### src/rtl/fbo_map.svh
// Register offsets, field positions, reset values and cycle counts
// Assumes a 32-bit AXI4-Lite slave with word-aligned registers
// Overview of operation
// RULE_01: Taken branch loads PC plus offset plus one; no flags; 1 or 2 cycles.
// RULE_02: Equal branch when zero flag set, not-equal branch when it is clear.
// RULE_03: Carry-set and lower branch on carry 1; carry-clear and same-or-higher on 0.
// RULE_04: Minus branch when negative flag 1, plus branch when it is 0.
// RULE_05: Signed ge branch when N xor V is 0; signed lt when it is 1.
// RULE_06: Two half-carry branches, one on set and one on clear.
// RULE_07: Two transfer-flag branches, one on set and one on clear.
// RULE_08: Interrupts-enabled branch adds offset plus one when I is 1.
// RULE_09: Interrupts-disabled branch adds offset plus one when I is 0.
// RULE_10: I/O bit set and clear force one bit, two cycles, flags untouched.
// RULE_11: Rotate left through carry: old carry to bit 0, bit 7 to carry.
// RULE_12: Rotate right through carry: old carry to bit 7, bit 0 to carry.
// RULE_13: Bit store copies a register bit into T, no other flag changes.
// RULE_14: Bit load copies T into a register bit, flags unchanged.
// RULE_15: Logical shifts fill with 0, arithmetic right keeps bit 7; update ZCNV.
// RULE_16: Nibble swap exchanges low and high nibble, one cycle, no flags.
// RULE_17: Flag set and clear forms write only the selected flag, one cycle.
`ifndef FBO_MAP_SVH
`define FBO_MAP_SVH

`define FBO_OFF_INSTR 8'h00
`define FBO_OFF_STATUS_REGISTER 8'h04
`define FBO_OFF_PC 8'h08
`define FBO_OFF_GPR 8'h0c
`define FBO_OFF_IO 8'h10
`define FBO_OFF_STAT 8'h14

`define FBO_INS_OP_LO 0
`define FBO_INS_OP_HI 5
`define FBO_INS_BIT_LO 8
`define FBO_INS_BIT_HI 10
`define FBO_INS_K_LO 16
`define FBO_INS_K_HI 22

`define FBO_STATUS_REGISTER_C 0
`define FBO_STATUS_REGISTER_Z 1
`define FBO_STATUS_REGISTER_N 2
`define FBO_STATUS_REGISTER_V 3
`define FBO_STATUS_REGISTER_S 4
`define FBO_STATUS_REGISTER_H 5
`define FBO_STATUS_REGISTER_T 6
`define FBO_STATUS_REGISTER_I 7

`define FBO_RST_STATUS_REGISTER 8'h00
`define FBO_RST_GPR 8'h00
`define FBO_RST_IO 8'h00
`define FBO_RST_INSTR 32'h0000_0000

`define FBO_CYC_ONE 2'h1
`define FBO_CYC_TWO 2'h2

`define FBO_RESP_OKAY 2'h0
`define FBO_RESP_SLVERR 2'h2

`endif

### src/rtl/fbo_pkg.sv
// Types and shared decoding for the flag, branch and bit unit
// Assumes the map header supplies all numeric constants
`include "fbo_map.svh"

package fbo_pkg;

    typedef enum logic [5:0] {
        op_nop,
        op_branch_equal,
        op_branch_not_equal,
        op_branch_carry_set,
        op_branch_carry_clear,
        op_branch_same_or_higher,
        op_branch_lower,
        op_branch_minus,
        op_branch_plus,
        op_branch_signed_ge,
        op_branch_signed_lt,
        op_branch_halfcarry_set,
        op_branch_halfcarry_clear,
        op_branch_tflag_set,
        op_branch_tflag_clear,
        op_branch_irq_enabled,
        op_branch_irq_disabled,
        op_io_bit_set,
        op_io_bit_clear,
        op_shift_left_logical,
        op_shift_right_logical,
        op_rotate_left_carry,
        op_rotate_right_carry,
        op_shift_right_arith,
        op_nibble_swap,
        op_flag_set_generic,
        op_flag_clear_generic,
        op_bit_to_transfer_flag,
        op_transfer_flag_to_bit,
        op_carry_set_op,
        op_carry_clear_op,
        op_negative_set_op,
        op_negative_clear_op
    } fbo_op_t;

    function automatic logic fbo_is_branch(input fbo_op_t op);
        fbo_is_branch = (op >= op_branch_equal) &&
            (op <= op_branch_irq_disabled);
    endfunction : fbo_is_branch

    function automatic logic fbo_branch_taken(input fbo_op_t op,
        input logic [7:0] s);
        logic sv;
        sv = s[`FBO_STATUS_REGISTER_N] ^ s[`FBO_STATUS_REGISTER_V];
        case (op)
            op_branch_equal: fbo_branch_taken = s[`FBO_STATUS_REGISTER_Z]; // RULE_02
            op_branch_not_equal: fbo_branch_taken = !s[`FBO_STATUS_REGISTER_Z];
            op_branch_carry_set,
            op_branch_lower: fbo_branch_taken = s[`FBO_STATUS_REGISTER_C]; // RULE_03
            op_branch_carry_clear,
            op_branch_same_or_higher: fbo_branch_taken = !s[`FBO_STATUS_REGISTER_C];
            op_branch_minus: fbo_branch_taken = s[`FBO_STATUS_REGISTER_N]; // RULE_04
            op_branch_plus: fbo_branch_taken = !s[`FBO_STATUS_REGISTER_N];
            op_branch_signed_ge: fbo_branch_taken = !sv; // RULE_05
            op_branch_signed_lt: fbo_branch_taken = sv;
            op_branch_halfcarry_set:
                fbo_branch_taken = s[`FBO_STATUS_REGISTER_H]; // RULE_06
            op_branch_halfcarry_clear: fbo_branch_taken = !s[`FBO_STATUS_REGISTER_H];
            op_branch_tflag_set: fbo_branch_taken = s[`FBO_STATUS_REGISTER_T]; // RULE_07
            op_branch_tflag_clear: fbo_branch_taken = !s[`FBO_STATUS_REGISTER_T];
            op_branch_irq_enabled:
                fbo_branch_taken = s[`FBO_STATUS_REGISTER_I]; // RULE_08
            op_branch_irq_disabled:
                fbo_branch_taken = !s[`FBO_STATUS_REGISTER_I]; // RULE_09
            default: fbo_branch_taken = 1'b0;
        endcase
    endfunction : fbo_branch_taken

endpackage : fbo_pkg

### src/rtl/fbo_exec_if.sv
// Operand and result bundle between the register shell and the executor
// Assumes the shell drives operands and the executor answers in one cycle
`timescale 1ns/1ps

interface fbo_exec_if #(
    parameter int PC_W = 16
);
    fbo_pkg::fbo_op_t op;
    logic [7:0] status_register;
    logic [PC_W-1:0] pc;
    logic [7:0] gpr;
    logic [7:0] io;
    logic [2:0] bsel;
    logic [6:0] k;
    logic [7:0] status_register_n;
    logic [PC_W-1:0] pc_n;
    logic [7:0] gpr_n;
    logic [7:0] io_n;
    logic [1:0] cycles;
    logic taken;

    modport core (
        output op, status_register, pc, gpr, io, bsel, k,
        input status_register_n, pc_n, gpr_n, io_n, cycles, taken
    );
    modport unit (
        input op, status_register, pc, gpr, io, bsel, k,
        output status_register_n, pc_n, gpr_n, io_n, cycles, taken
    );
endinterface : fbo_exec_if

### src/rtl/fbo_exec.sv
// Combinational executor for branches, shifts and single-bit operations
// Assumes operands are stable for the cycle in which results are taken
`timescale 1ns/1ps
`include "fbo_map.svh"

module fbo_exec (
    fbo_exec_if.unit x
);
    localparam int PC_W = $bits(x.pc);

    logic [7:0] g;
    logic [7:0] r;
    logic [7:0] f;
    logic [7:0] o;
    logic c;
    logic shf;
    logic tk;

    always_comb
    begin
        g = x.gpr;
        r = g;
        f = x.status_register;
        o = x.io;
        c = x.status_register[`FBO_STATUS_REGISTER_C];
        shf = 1'b0;
        tk = fbo_pkg::fbo_branch_taken(x.op, x.status_register);
        x.cycles = `FBO_CYC_ONE;
        x.pc_n = x.pc + PC_W'(1);
        case (x.op)
            fbo_pkg::op_io_bit_set:
            begin
                o[x.bsel] = 1'b1; // RULE_10
                x.cycles = `FBO_CYC_TWO;
            end
            fbo_pkg::op_io_bit_clear:
            begin
                o[x.bsel] = 1'b0; // RULE_10
                x.cycles = `FBO_CYC_TWO;
            end
            fbo_pkg::op_shift_left_logical:
            begin
                r = {g[6:0], 1'b0}; // RULE_15
                c = g[7];
                shf = 1'b1;
            end
            fbo_pkg::op_shift_right_logical:
            begin
                r = {1'b0, g[7:1]}; // RULE_15
                c = g[0];
                shf = 1'b1;
            end
            fbo_pkg::op_rotate_left_carry:
            begin
                r = {g[6:0], x.status_register[`FBO_STATUS_REGISTER_C]}; // RULE_11
                c = g[7];
                shf = 1'b1;
            end
            fbo_pkg::op_rotate_right_carry:
            begin
                r = {x.status_register[`FBO_STATUS_REGISTER_C], g[7:1]}; // RULE_12
                c = g[0];
                shf = 1'b1;
            end
            fbo_pkg::op_shift_right_arith:
            begin
                r = {g[7], g[7:1]}; // RULE_15
                c = g[0];
                shf = 1'b1;
            end
            fbo_pkg::op_nibble_swap: r = {g[3:0], g[7:4]}; // RULE_16
            fbo_pkg::op_flag_set_generic: f[x.bsel] = 1'b1; // RULE_17
            fbo_pkg::op_flag_clear_generic: f[x.bsel] = 1'b0; // RULE_17
            fbo_pkg::op_bit_to_transfer_flag:
                f[`FBO_STATUS_REGISTER_T] = g[x.bsel]; // RULE_13
            fbo_pkg::op_transfer_flag_to_bit:
                r[x.bsel] = x.status_register[`FBO_STATUS_REGISTER_T]; // RULE_14
            fbo_pkg::op_carry_set_op: f[`FBO_STATUS_REGISTER_C] = 1'b1; // RULE_17
            fbo_pkg::op_carry_clear_op: f[`FBO_STATUS_REGISTER_C] = 1'b0; // RULE_17
            fbo_pkg::op_negative_set_op: f[`FBO_STATUS_REGISTER_N] = 1'b1; // RULE_17
            fbo_pkg::op_negative_clear_op: f[`FBO_STATUS_REGISTER_N] = 1'b0; // RULE_17
            default:
            begin
                if (fbo_pkg::fbo_is_branch(x.op) && tk)
                begin
                    x.pc_n = x.pc + PC_W'($signed(x.k)) + PC_W'(1); // RULE_01
                    x.cycles = `FBO_CYC_TWO; // RULE_01
                end
            end
        endcase
        if (shf)
        begin
            f[`FBO_STATUS_REGISTER_C] = c; // RULE_15
            f[`FBO_STATUS_REGISTER_Z] = (r == 8'h00);
            f[`FBO_STATUS_REGISTER_N] = r[7];
            f[`FBO_STATUS_REGISTER_V] = r[7] ^ c;
        end
        x.status_register_n = f;
        x.gpr_n = r;
        x.io_n = o;
        x.taken = fbo_pkg::fbo_is_branch(x.op) && tk;
    end
endmodule : fbo_exec

### src/rtl/fbo_top.sv
// AXI4-Lite register shell that issues one instruction per INSTR write
// Assumes a single AXI4-Lite master on aclk; only address bits 7:0 are decoded, and unmapped offsets get SLVERR
//
// The implementer's own choices: the placing of the registers and the AXI4-Lite slave port.
`timescale 1ns/1ps
`include "fbo_map.svh"

module fbo_top #(
    parameter int PC_W = 16,
    parameter int ADDR_W = 8
) (
    input wire logic aclk,
    input wire logic aresetn,
    input wire logic [ADDR_W-1:0] s_axi_awaddr,
    input wire logic s_axi_awvalid,
    output logic s_axi_awready,
    input wire logic [31:0] s_axi_wdata,
    input wire logic [3:0] s_axi_wstrb,
    input wire logic s_axi_wvalid,
    output logic s_axi_wready,
    output logic [1:0] s_axi_bresp,
    output logic s_axi_bvalid,
    input wire logic s_axi_bready,
    input wire logic [ADDR_W-1:0] s_axi_araddr,
    input wire logic s_axi_arvalid,
    output logic s_axi_arready,
    output logic [31:0] s_axi_rdata,
    output logic [1:0] s_axi_rresp,
    output logic s_axi_rvalid,
    input wire logic s_axi_rready,
    output logic busy
);
    generate
        if (PC_W < 8 || PC_W > 32)
        begin : g_bad_pc
            $error("fbo_top: PC_W must lie in 8..32");
        end
        if (ADDR_W < 8 || ADDR_W > 32)
        begin : g_bad_addr
            $error("fbo_top: ADDR_W must lie in 8..32");
        end
    endgenerate

    typedef struct packed {
        logic aw_v;
        logic [7:0] aw_a;
        logic w_v;
        logic [31:0] w_d;
        logic [3:0] w_s;
        logic b_v;
        logic [1:0] b_r;
        logic r_v;
        logic [31:0] r_d;
        logic [1:0] r_r;
        logic [31:0] instr;
        logic [7:0] status_register;
        logic [PC_W-1:0] pc;
        logic [7:0] gpr;
        logic [7:0] io;
        logic busy;
        logic start;
        logic cnt;
        logic taken;
        logic [1:0] cycles;
    } fbo_state_t;

    fbo_state_t q;
    fbo_state_t d;
    logic wr_go;

    fbo_exec_if #(.PC_W(PC_W)) x ();

    fbo_exec u_exec (
        .x(x)
    );

    assign x.op = fbo_pkg::fbo_op_t'(q.instr[`FBO_INS_OP_HI:`FBO_INS_OP_LO]);
    assign x.status_register = q.status_register;
    assign x.pc = q.pc;
    assign x.gpr = q.gpr;
    assign x.io = q.io;
    assign x.bsel = q.instr[`FBO_INS_BIT_HI:`FBO_INS_BIT_LO];
    assign x.k = q.instr[`FBO_INS_K_HI:`FBO_INS_K_LO];

    function automatic logic [31:0] fbo_merge(input logic [31:0] old,
        input logic [31:0] nw, input logic [3:0] strb);
        logic [31:0] m;
        m = old;
        for (int i = 0; i < 4; i++)
        begin
            if (strb[i])
            begin
                m[8*i +: 8] = nw[8*i +: 8];
            end
        end
        fbo_merge = m;
    endfunction : fbo_merge

    function automatic logic fbo_mapped(input logic [7:0] a);
        fbo_mapped = (a == `FBO_OFF_INSTR) || (a == `FBO_OFF_STATUS_REGISTER) ||
            (a == `FBO_OFF_PC) || (a == `FBO_OFF_GPR) ||
            (a == `FBO_OFF_IO) || (a == `FBO_OFF_STAT);
    endfunction : fbo_mapped

    function automatic logic [31:0] fbo_read(input fbo_state_t s,
        input logic [7:0] a);
        case (a)
            `FBO_OFF_INSTR: fbo_read = s.instr;
            `FBO_OFF_STATUS_REGISTER: fbo_read = {24'h000000, s.status_register};
            `FBO_OFF_PC: fbo_read = 32'(s.pc);
            `FBO_OFF_GPR: fbo_read = {24'h000000, s.gpr};
            `FBO_OFF_IO: fbo_read = {24'h000000, s.io};
            `FBO_OFF_STAT:
                fbo_read = {28'h0000000, s.cycles, s.taken, s.busy};
            default: fbo_read = 32'h0000_0000;
        endcase
    endfunction : fbo_read

    assign s_axi_awready = !q.aw_v;
    assign s_axi_wready = !q.w_v;
    assign s_axi_arready = !q.r_v;
    assign s_axi_bvalid = q.b_v;
    assign s_axi_bresp = q.b_r;
    assign s_axi_rvalid = q.r_v;
    assign s_axi_rdata = q.r_d;
    assign s_axi_rresp = q.r_r;
    assign busy = q.busy;
    // Writes wait while an instruction is still running
    assign wr_go = q.aw_v && q.w_v && !q.b_v && !q.busy;

    always_comb
    begin
        logic [31:0] wv;
        wv = 32'h0000_0000;
        d = q;
        d.start = 1'b0;
        if (s_axi_awvalid && !q.aw_v)
        begin
            d.aw_v = 1'b1;
            d.aw_a = s_axi_awaddr[7:0];
        end
        if (s_axi_wvalid && !q.w_v)
        begin
            d.w_v = 1'b1;
            d.w_d = s_axi_wdata;
            d.w_s = s_axi_wstrb;
        end
        if (q.b_v && s_axi_bready)
        begin
            d.b_v = 1'b0;
        end
        if (q.r_v && s_axi_rready)
        begin
            d.r_v = 1'b0;
        end
        if (s_axi_arvalid && !q.r_v)
        begin
            d.r_v = 1'b1;
            d.r_d = fbo_read(q, s_axi_araddr[7:0]);
            d.r_r = fbo_mapped(s_axi_araddr[7:0]) ? `FBO_RESP_OKAY :
                `FBO_RESP_SLVERR;
        end
        // Execute: commit results, hold busy for the second cycle
        if (q.start)
        begin
            d.status_register = x.status_register_n;
            d.pc = x.pc_n; // RULE_01
            d.gpr = x.gpr_n;
            d.io = x.io_n;
            d.taken = x.taken;
            d.cycles = x.cycles;
            d.cnt = (x.cycles == `FBO_CYC_TWO); // RULE_01 RULE_10
            d.busy = (x.cycles == `FBO_CYC_TWO);
        end
        else if (q.busy && q.cnt)
        begin
            d.cnt = 1'b0;
            d.busy = 1'b0;
        end
        if (wr_go)
        begin
            d.aw_v = 1'b0;
            d.w_v = 1'b0;
            d.b_v = 1'b1;
            d.b_r = fbo_mapped(q.aw_a) ? `FBO_RESP_OKAY : `FBO_RESP_SLVERR;
            case (q.aw_a)
                `FBO_OFF_INSTR:
                begin
                    d.instr = fbo_merge(q.instr, q.w_d, q.w_s);
                    d.busy = 1'b1;
                    d.start = 1'b1;
                end
                `FBO_OFF_STATUS_REGISTER:
                begin
                    wv = fbo_merge({24'h000000, q.status_register}, q.w_d, q.w_s);
                    d.status_register = wv[7:0];
                end
                `FBO_OFF_PC:
                begin
                    wv = fbo_merge(32'(q.pc), q.w_d, q.w_s);
                    d.pc = wv[PC_W-1:0];
                end
                `FBO_OFF_GPR:
                begin
                    wv = fbo_merge({24'h000000, q.gpr}, q.w_d, q.w_s);
                    d.gpr = wv[7:0];
                end
                `FBO_OFF_IO:
                begin
                    wv = fbo_merge({24'h000000, q.io}, q.w_d, q.w_s);
                    d.io = wv[7:0];
                end
                default:
                begin
                    d.b_r = q.b_r == q.b_r ? d.b_r : d.b_r;
                end
            endcase
        end
    end

    always_ff @(posedge aclk)
    begin
        if (!aresetn)
        begin
            q <= '0;
            q.instr <= `FBO_RST_INSTR;
            q.status_register <= `FBO_RST_STATUS_REGISTER;
            q.gpr <= `FBO_RST_GPR;
            q.io <= `FBO_RST_IO;
        end
        else
        begin
            q <= d;
        end
    end

    // Checks
    logic [PC_W-1:0] tgt_pc;
    logic is_br;
    logic t_exp;
    assign tgt_pc = q.pc + PC_W'($signed(x.k)) + PC_W'(1);
    assign is_br = fbo_pkg::fbo_is_branch(x.op);
    assign t_exp = q.gpr[x.bsel];
endmodule : fbo_top

### config.mk
export PLATFORM = sky130hd
export DESIGN_NAME = fbo_top
export DESIGN_NICKNAME = d
export VERILOG_FILES = /design/src/rtl/fbo_pkg.sv /design/src/rtl/fbo_exec_if.sv /design/src/rtl/fbo_exec.sv /design/src/rtl/fbo_top.sv
export VERILOG_INCLUDE_DIRS = /design/src /design/src/rtl
export SDC_FILE = /design/constraint.sdc
export NUM_CORES = 1
export LEC_CHECK = 0
export ABC_AREA = 1
export ABC_CLOCK_PERIOD_IN_PS = 2700
export BUFFER_PORTS_ARGS = -buffer_cell sky130_fd_sc_hd__buf_4
export CAP_MARGIN = 30
export CORE_ASPECT_RATIO = 0.8
export CORE_UTILIZATION = 60
export CTS_CLUSTER_DIAMETER = 30
export CTS_CLUSTER_SIZE = 12
export DETAILED_ROUTE_END_ITERATION = 7
export PLACE_DENSITY = 0.79
export SYNTH_ARGS = -nofsm -noshare
export SYNTH_HDL_FRONTEND = slang
export SYNTH_SLANG_ARGS = --single-unit
export TNS_END_PERCENT = 50
### constraint.sdc
create_clock -name aclk -period 2.7 [get_ports aclk]
set_input_delay 0.405 -clock aclk [delete_from_list [all_inputs] [get_ports aclk]]
set_output_delay 0.405 -clock aclk [all_outputs]
set_load 0.05 [all_outputs]
## After elaboration in Yosys (flattened, before gate mapping)

Cells that the tools add are included.

- Bits in registers: 162
- Bits of input ports: 59
- Output and inout bits: 42
- Word-level logic and storage cells: 182

- $add $sub $neg: 3
- $lt $le $gt $ge: 4
- Equal/unequal tests: 48
- Multiplexer cells: 41
- Bitwise logic cells: 8
- Reductions and logical operators: 54

Operators with widths:

| operator | count |
|---|---|
| 32-bit case mux with 6 select lines | 1 |
| 6-bit by 5-bit == test with 1-bit output (second input constant) | 16 |
| 8-bit case mux with 7 select lines | 1 |
| 6-bit by 4-bit == test with 1-bit output (second input constant) | 8 |
| 16-bit 2-to-1 mux | 3 |
| 42-bit 2-to-1 mux | 1 |
| 40-bit 2-to-1 mux | 1 |
| 8-bit 2-to-1 mux | 5 |
| 35-bit 2-to-1 mux | 1 |
| 16-bit by 1-bit adder with 16-bit output (second input constant) | 2 |
| 8-bit by 4-bit == test with 1-bit output (second input constant) | 4 |
| 8-bit by 5-bit == test with 1-bit output (second input constant) | 4 |
| 6-bit by 3-bit == test with 1-bit output (second input constant) | 4 |
| 8-bit logical NOT | 3 |
| 16-bit adder | 1 |
| 8-bit bitwise AND | 2 |
| 8-bit by 3-bit == test with 1-bit output (second input constant) | 2 |
| 8-bit OR | 2 |
| 8-bit case mux with 2 select lines | 1 |
| 16-bit OR reduction | 1 |
| 3-bit != test (second input constant) | 5 |
| 1-bit case mux with 14 select lines | 1 |
| 14-bit OR reduction | 1 |
| 6-bit by 2-bit == test with 1-bit output (second input constant) | 2 |
| other kinds (31) | 86 |

## Logic depth before layout (Yosys ltp)

- Depth in word-level cells: 11
- Mapped depth: 17
- Depth with buffers taken out: 17

## Modules after synthesis

Synthesis repeated with hierarchy kept, for this count alone.

- Cells, all modules: 1561
- Area, all modules: 9900.7 um^2

Modules (own cells, without submodules):

| module | times used | cells an instance | area an instance (um^2) |
|---|---|---|---|
| fbo_top | 1 | 1060 | 7279.5 |
| fbo_exec | 1 | 501 | 2621.3 |

## Worst setup path before layout

No wires, ideal clock.

- Kind: register to register
- Start: register q, in the netlist s_axi_bvalid
- End: register q, in the netlist x.pc[13]
- Setup time: 0.132 ns
- Arrival: 1.830 ns
- Required time: 2.568 ns
- Slack: 0.737 ns
- Stages on the path, launching flop included: 8
- Path buffers: 1
- Period minus slack after synthesis: 1.963 ns
- Cell sequence: dfxtp_1 nor3_2 inv_1 nor4_2 clkbuf_1 nand2_1 nand2_1 a21oi_1

- Longest elaborated chain between the ends: 4
- Elaborated cells between the ends (all ways): 5
- Those cells by class: eq/ne: 1; mux: 1; reduce/logical: 3

RTL lines:

| what | line | RTL |
|---|---|---|
| from (decl) | fbo_top.sv:67 | `fbo_state_t q;` |
| 1-bit logical NOT (*) | fbo_top.sv:129 | `assign wr_go = q.aw_v && q.w_v && !q.b_v && !q.busy;` |
| 1-bit logical AND (*) (2 in series) | fbo_top.sv:129 |  |
| 3-bit != test (no line) or 42-bit 2-to-1 mux (tied branches) | - |  |

Every way passes the cells marked *; elsewhere a longest branch is shown, timed or not.
A chain may end at the register's enable or synchronous reset.

## Worst setup path in the final report

- Start: register q[68] in the netlist's numbering
- End: register q, in the netlist x.pc[13]

- Longest elaborated chain between the ends: 7

RTL lines:

| what | line | RTL |
|---|---|---|
| 16-bit adder (*) | fbo_exec.sv:86 | `x.pc_n = x.pc + PC_W'($signed(x.k)) + PC_W'(1);` |
| 16-bit by 1-bit adder with 16-bit output (*) | fbo_exec.sv:86 |  |
| 16-bit 2-to-1 mux (*) | fbo_exec.sv:84 | `if (fbo_pkg::fbo_is_branch(x.op) && tk)` |
| 16-bit 2-to-1 mux (*) | fbo_exec.sv:30 | `case (x.op)` |
| 40-bit 2-to-1 mux (*) | fbo_top.sv:164 | `if (q.start)` |
| 16-bit 2-to-1 mux | fbo_top.sv:186 | `case (q.aw_a)` |
| 42-bit 2-to-1 mux (*) | fbo_top.sv:180 | `if (wr_go)` |

Marks and branches as above.

==> flow_summary.toml <==
[run_status]
status = "finished, final reports clean"

[global_routing]
tot_gr_track_use_pct = 37.5
global_route.overflow_total = 0
maximum_number_of_pins_on_one_net_before_global_route_repair = 81
grt_antenna_before_repair = 0
grt_first_pass_wirelength_mm = 46.7
first_global_vias = 8894

[timing]
finalCriticalPeriod_ns = 2.45
slew_headroom_pct = 50.3
layout_worst_path_cycle_share_pct = 90.7
skew_ns = 0.0123
number_of_failing_setup_endpoints_in_the_final_timing_report = 0
worst_slew_pin_slew_ns = 0.743
hold_viol_final = 0
slew_violations = 0
max_freq_ghz = 0.408
fin_setup_tns_ns = 0
rsz0062_at_grt = "no"

[power]
power_switching_share_pct = 29.0
power.ir.vdd_worst_uv = 455
sequentialPowerShare_pct = 45.1
power.density_nw_per_um2 = 522
total_power_w = 0.00559
p_leak_nw = 4.51
share_comb_of_total_power_pct = 10.2
clockPowerShare_pct = 44.8
intPower_w = 0.00397
switchingPower_w = 0.00162

[routing]
drt_pass1_iterations = 6
via_per_instance_ratio = 5.87
routed-via-count = 10100
route.detailed.drc = 0
drt_first_iter_violations = 1255
routed_wire_length_per_instance_um = 17.3
remaining_antenna_violation_count_after_routing = 0
wl_mm = 29.8

[cts]
clock_tree.buffer_depth = 2
cts-resized-gates = 0
clock_tree.root_cell = "sky130_fd_sc_hd__clkbuf_16"
cts_tree = "done"
post-cts-setup-buffers = 0
cts_inserted_buffers = 17
clock_latency_ns = 0.44
clk_pin_slew_ns = 0.08
htree_num_levels = 4
ctsHoldBuffers = 0
clkSinkCount = 160

[setup_path]
setup.worst_path.end_class = "register"
timing_worst_setup_path_type = "reg -> reg"
timing.critical_path.from = "q[68]"
critPathArrivalTime_ns = 2.82
cp_data_required_time_ns = 3.07
crit-reg2reg-launch = "q[68]"
setup.worst_path.start_class = "register"
path_max_fanout = 12

[layout]
multiInputGateArea_um2 = 5090
nFillCells = 1339
final-seq-area_um2 = 3200
antenna_cells = 0
postLayoutCellArea_um2 = 10700
num-nets-final = 1569
area.growth.synth_to_final_pct = 13.7
layout-drive-gt1-share_pct = 12.0

[floorplan]
coreArea_um2 = 15200
floorplan.io_pins = 101
chipWidth_um = 142
initial_core_util_pct = 62.1
num_rows = 40
chipHeight_um = 114
fp.dieArea_um2 = 16200

[synthesis]
yosys_most_used_dff = "sky130_fd_sc_hd__dfxtp_1"
synth_edf_count = 0
post_synth_inst_count = 1452
yosys-top-cells-area = "sky130_fd_sc_hd__dfxtp_1 (34%), sky130_fd_sc_hd__nand2_1 (11%), sky130_fd_sc_hd__o21ai_0 (11%), sky130_fd_sc_hd__a21oi_1 (8.5%), sky130_fd_sc_hd__inv_1 (5.9%)"
yosysMostFrequentCell = "sky130_fd_sc_hd__nand2_1"
yosys_warnings = 0
synth.largest_area_cell = "sky130_fd_sc_hd__dfxtp_1"
yosys.cell_types.count = 43
synthesis.area_um2 = 9420
synth_top_cells_by_count = "sky130_fd_sc_hd__nand2_1 (286), sky130_fd_sc_hd__o21ai_0 (200), sky130_fd_sc_hd__a21oi_1 (160), sky130_fd_sc_hd__dfxtp_1 (160), sky130_fd_sc_hd__inv_1 (147)"
yosysTopAreaCellShare_pct = 34.0
syn_avg_cell_area_um2 = 6.49
seq_area_frac_synth_pct = 34.0
asyncSetResetFlopFracSynth_pct = 0
synth_seq_cells = 160

[placed_design]
numPortBuffers = 98
hpwl_reported_at_the_end_of_detailed_placement_mm = 21.9
gp_routability_congestion = 1.07
detailed_place.area_um2 = 10100

[run]
drv.max_cap_violation_count = 0

[min_path]
worst_hold_path_type = "in -> reg"
min_from = "s_axi_bready"
cells in the final DEF, fill, tap and decap left out, types with 2 or more instances in the layout:
cell type and instances:
sky130_fd_sc_hd__o21bai_1 4, sky130_fd_sc_hd__inv_2 8, sky130_fd_sc_hd__inv_8 5, sky130_fd_sc_hd__buf_4 123, sky130_fd_sc_hd__dfxtp_1 160, sky130_fd_sc_hd__a31oi_1 6, sky130_fd_sc_hd__o21ai_0 200, sky130_fd_sc_hd__a21oi_1 160
sky130_fd_sc_hd__o31ai_1 3, sky130_fd_sc_hd__nor3_1 20, sky130_fd_sc_hd__nand4_1 11, sky130_fd_sc_hd__conb_1 2, sky130_fd_sc_hd__xor2_1 20, sky130_fd_sc_hd__clkbuf_16 17, sky130_fd_sc_hd__o211ai_1 14, sky130_fd_sc_hd__ha_1 16
sky130_fd_sc_hd__xnor2_1 7, sky130_fd_sc_hd__inv_1 147, sky130_fd_sc_hd__nor4_1 6, sky130_fd_sc_hd__nand3_1 72, sky130_fd_sc_hd__nor4_2 2, sky130_fd_sc_hd__nand2_1 286, sky130_fd_sc_hd__clkinv_8 4, sky130_fd_sc_hd__a41oi_1 2
sky130_fd_sc_hd__a221oi_1 4, sky130_fd_sc_hd__o22ai_1 20, sky130_fd_sc_hd__nor2_1 144, sky130_fd_sc_hd__o221ai_1 4, sky130_fd_sc_hd__o21ai_1 8, sky130_fd_sc_hd__nor2_2 6, sky130_fd_sc_hd__nand2_2 4, sky130_fd_sc_hd__inv_6 3
sky130_fd_sc_hd__a21boi_0 3
logic make-up (layout without fill, tap and decap cells):
| group | count (synthesis) | count (layout) | synth area share, % |
|---|---|---|---|
| adder cells (fa/ha/maj) | 17 | 17 | 2.34 |
| buffers and inverters | 259 | 312 | 11.9 |
| flip-flops | 160 | 160 | 34.0 |
| AO/OA/AOI/OAI | 432 | 432 | 24.5 |
| XOR/XNOR | 27 | 27 | 2.51 |
| AND/OR/NAND/NOR | 556 | 556 | 24.7 |
| other | 1 | 2 | 0.0398 |
through the flow:
step / instances / hold slack, ns / utilization (%) / setup WS, ns
2_1_floorplan: 1453 / 0.424 / - / 0.737
3_3_place_gp: 1684 / 0.436 / 66.5 / 0.330
3_5_place_dp: 1684 / 0.436 / 66.5 / 0.357
4_1_cts: 1716 / 0.151 / 70.6 / 0.296
5_1_grt: 1716 / 0.167 / 70.6 / 0.0754
6_report: 1716 / 0.159 / 70.6 / 0.250
sequential cells by signal, indices dropped and copies added, names as in the netlist, 8 cells and up:
signal / flops
q: 83
s_axi_rdata: 32
x.gpr: 8
x.io: 8
x.pc: 16
x.status_register: 8
per-layer routing:
layer	vias to the layer above	wire (um)	GRT usage [%]	part of all wire (%)
li1	4879	-	-	-
met1	4544	13100	54.3	44
met2	584	12000	52.3	40
met3	74	3880	11.3	13
met4	0	781	13.2	2.6
met5	-	0	0	0
path summary, 6_finish.rpt:
path / slack (ns) / depth (start not counted) / end
max: 0.25 / 14 / x.pc[13]
max reg2reg: 0.25 / 14 / x.pc[13]
min reg2reg: 0.45 / 2 / q[69]
min: 0.16 / 2 / s_axi_bvalid
critical path, cell delays in order, from the launching register on:
cell and delay, ns:
sky130_fd_sc_hd__dfxtp_1 0.69, sky130_fd_sc_hd__ha_1 0.39, sky130_fd_sc_hd__nand2_1 0.14, sky130_fd_sc_hd__inv_1 0.07, sky130_fd_sc_hd__a21oi_1 0.20, sky130_fd_sc_hd__nor3_1 0.08
sky130_fd_sc_hd__nor3_1 0.20, sky130_fd_sc_hd__nand3_1 0.11, sky130_fd_sc_hd__nand2_1 0.09, sky130_fd_sc_hd__nand2_1 0.07, sky130_fd_sc_hd__nand2_1 0.08, sky130_fd_sc_hd__nand2_1 0.06
sky130_fd_sc_hd__nand2_1 0.07, sky130_fd_sc_hd__nand2_1 0.05, sky130_fd_sc_hd__a21oi_1 0.11
power by group through the flow:
stage	sequential (W)	clock (W)	combinational [W]
after global placement	0.00257	0	0.000548
after global routing	0.00253	0.00263	0.000616
after detailed placement	0.00257	0	0.000555
final	0.00252	0.00250	0.000570
after CTS	0.00252	0.00251	0.000559
after floorplan	0.00255	0	0.000388
area by class of cell:
type / count / area share (%)
Clock buffer: 17 / 3.97
Clock inverter: 15 / 1.78
Inverter: 156 / 5.47
Multi-Input combinational cell: 1034 / 47.6
Sequential cell: 160 / 29.9
Tap cell: 210 / 2.45
Timing Repair Buffer: 124 / 8.81
(Power assumes the default switching activity.)
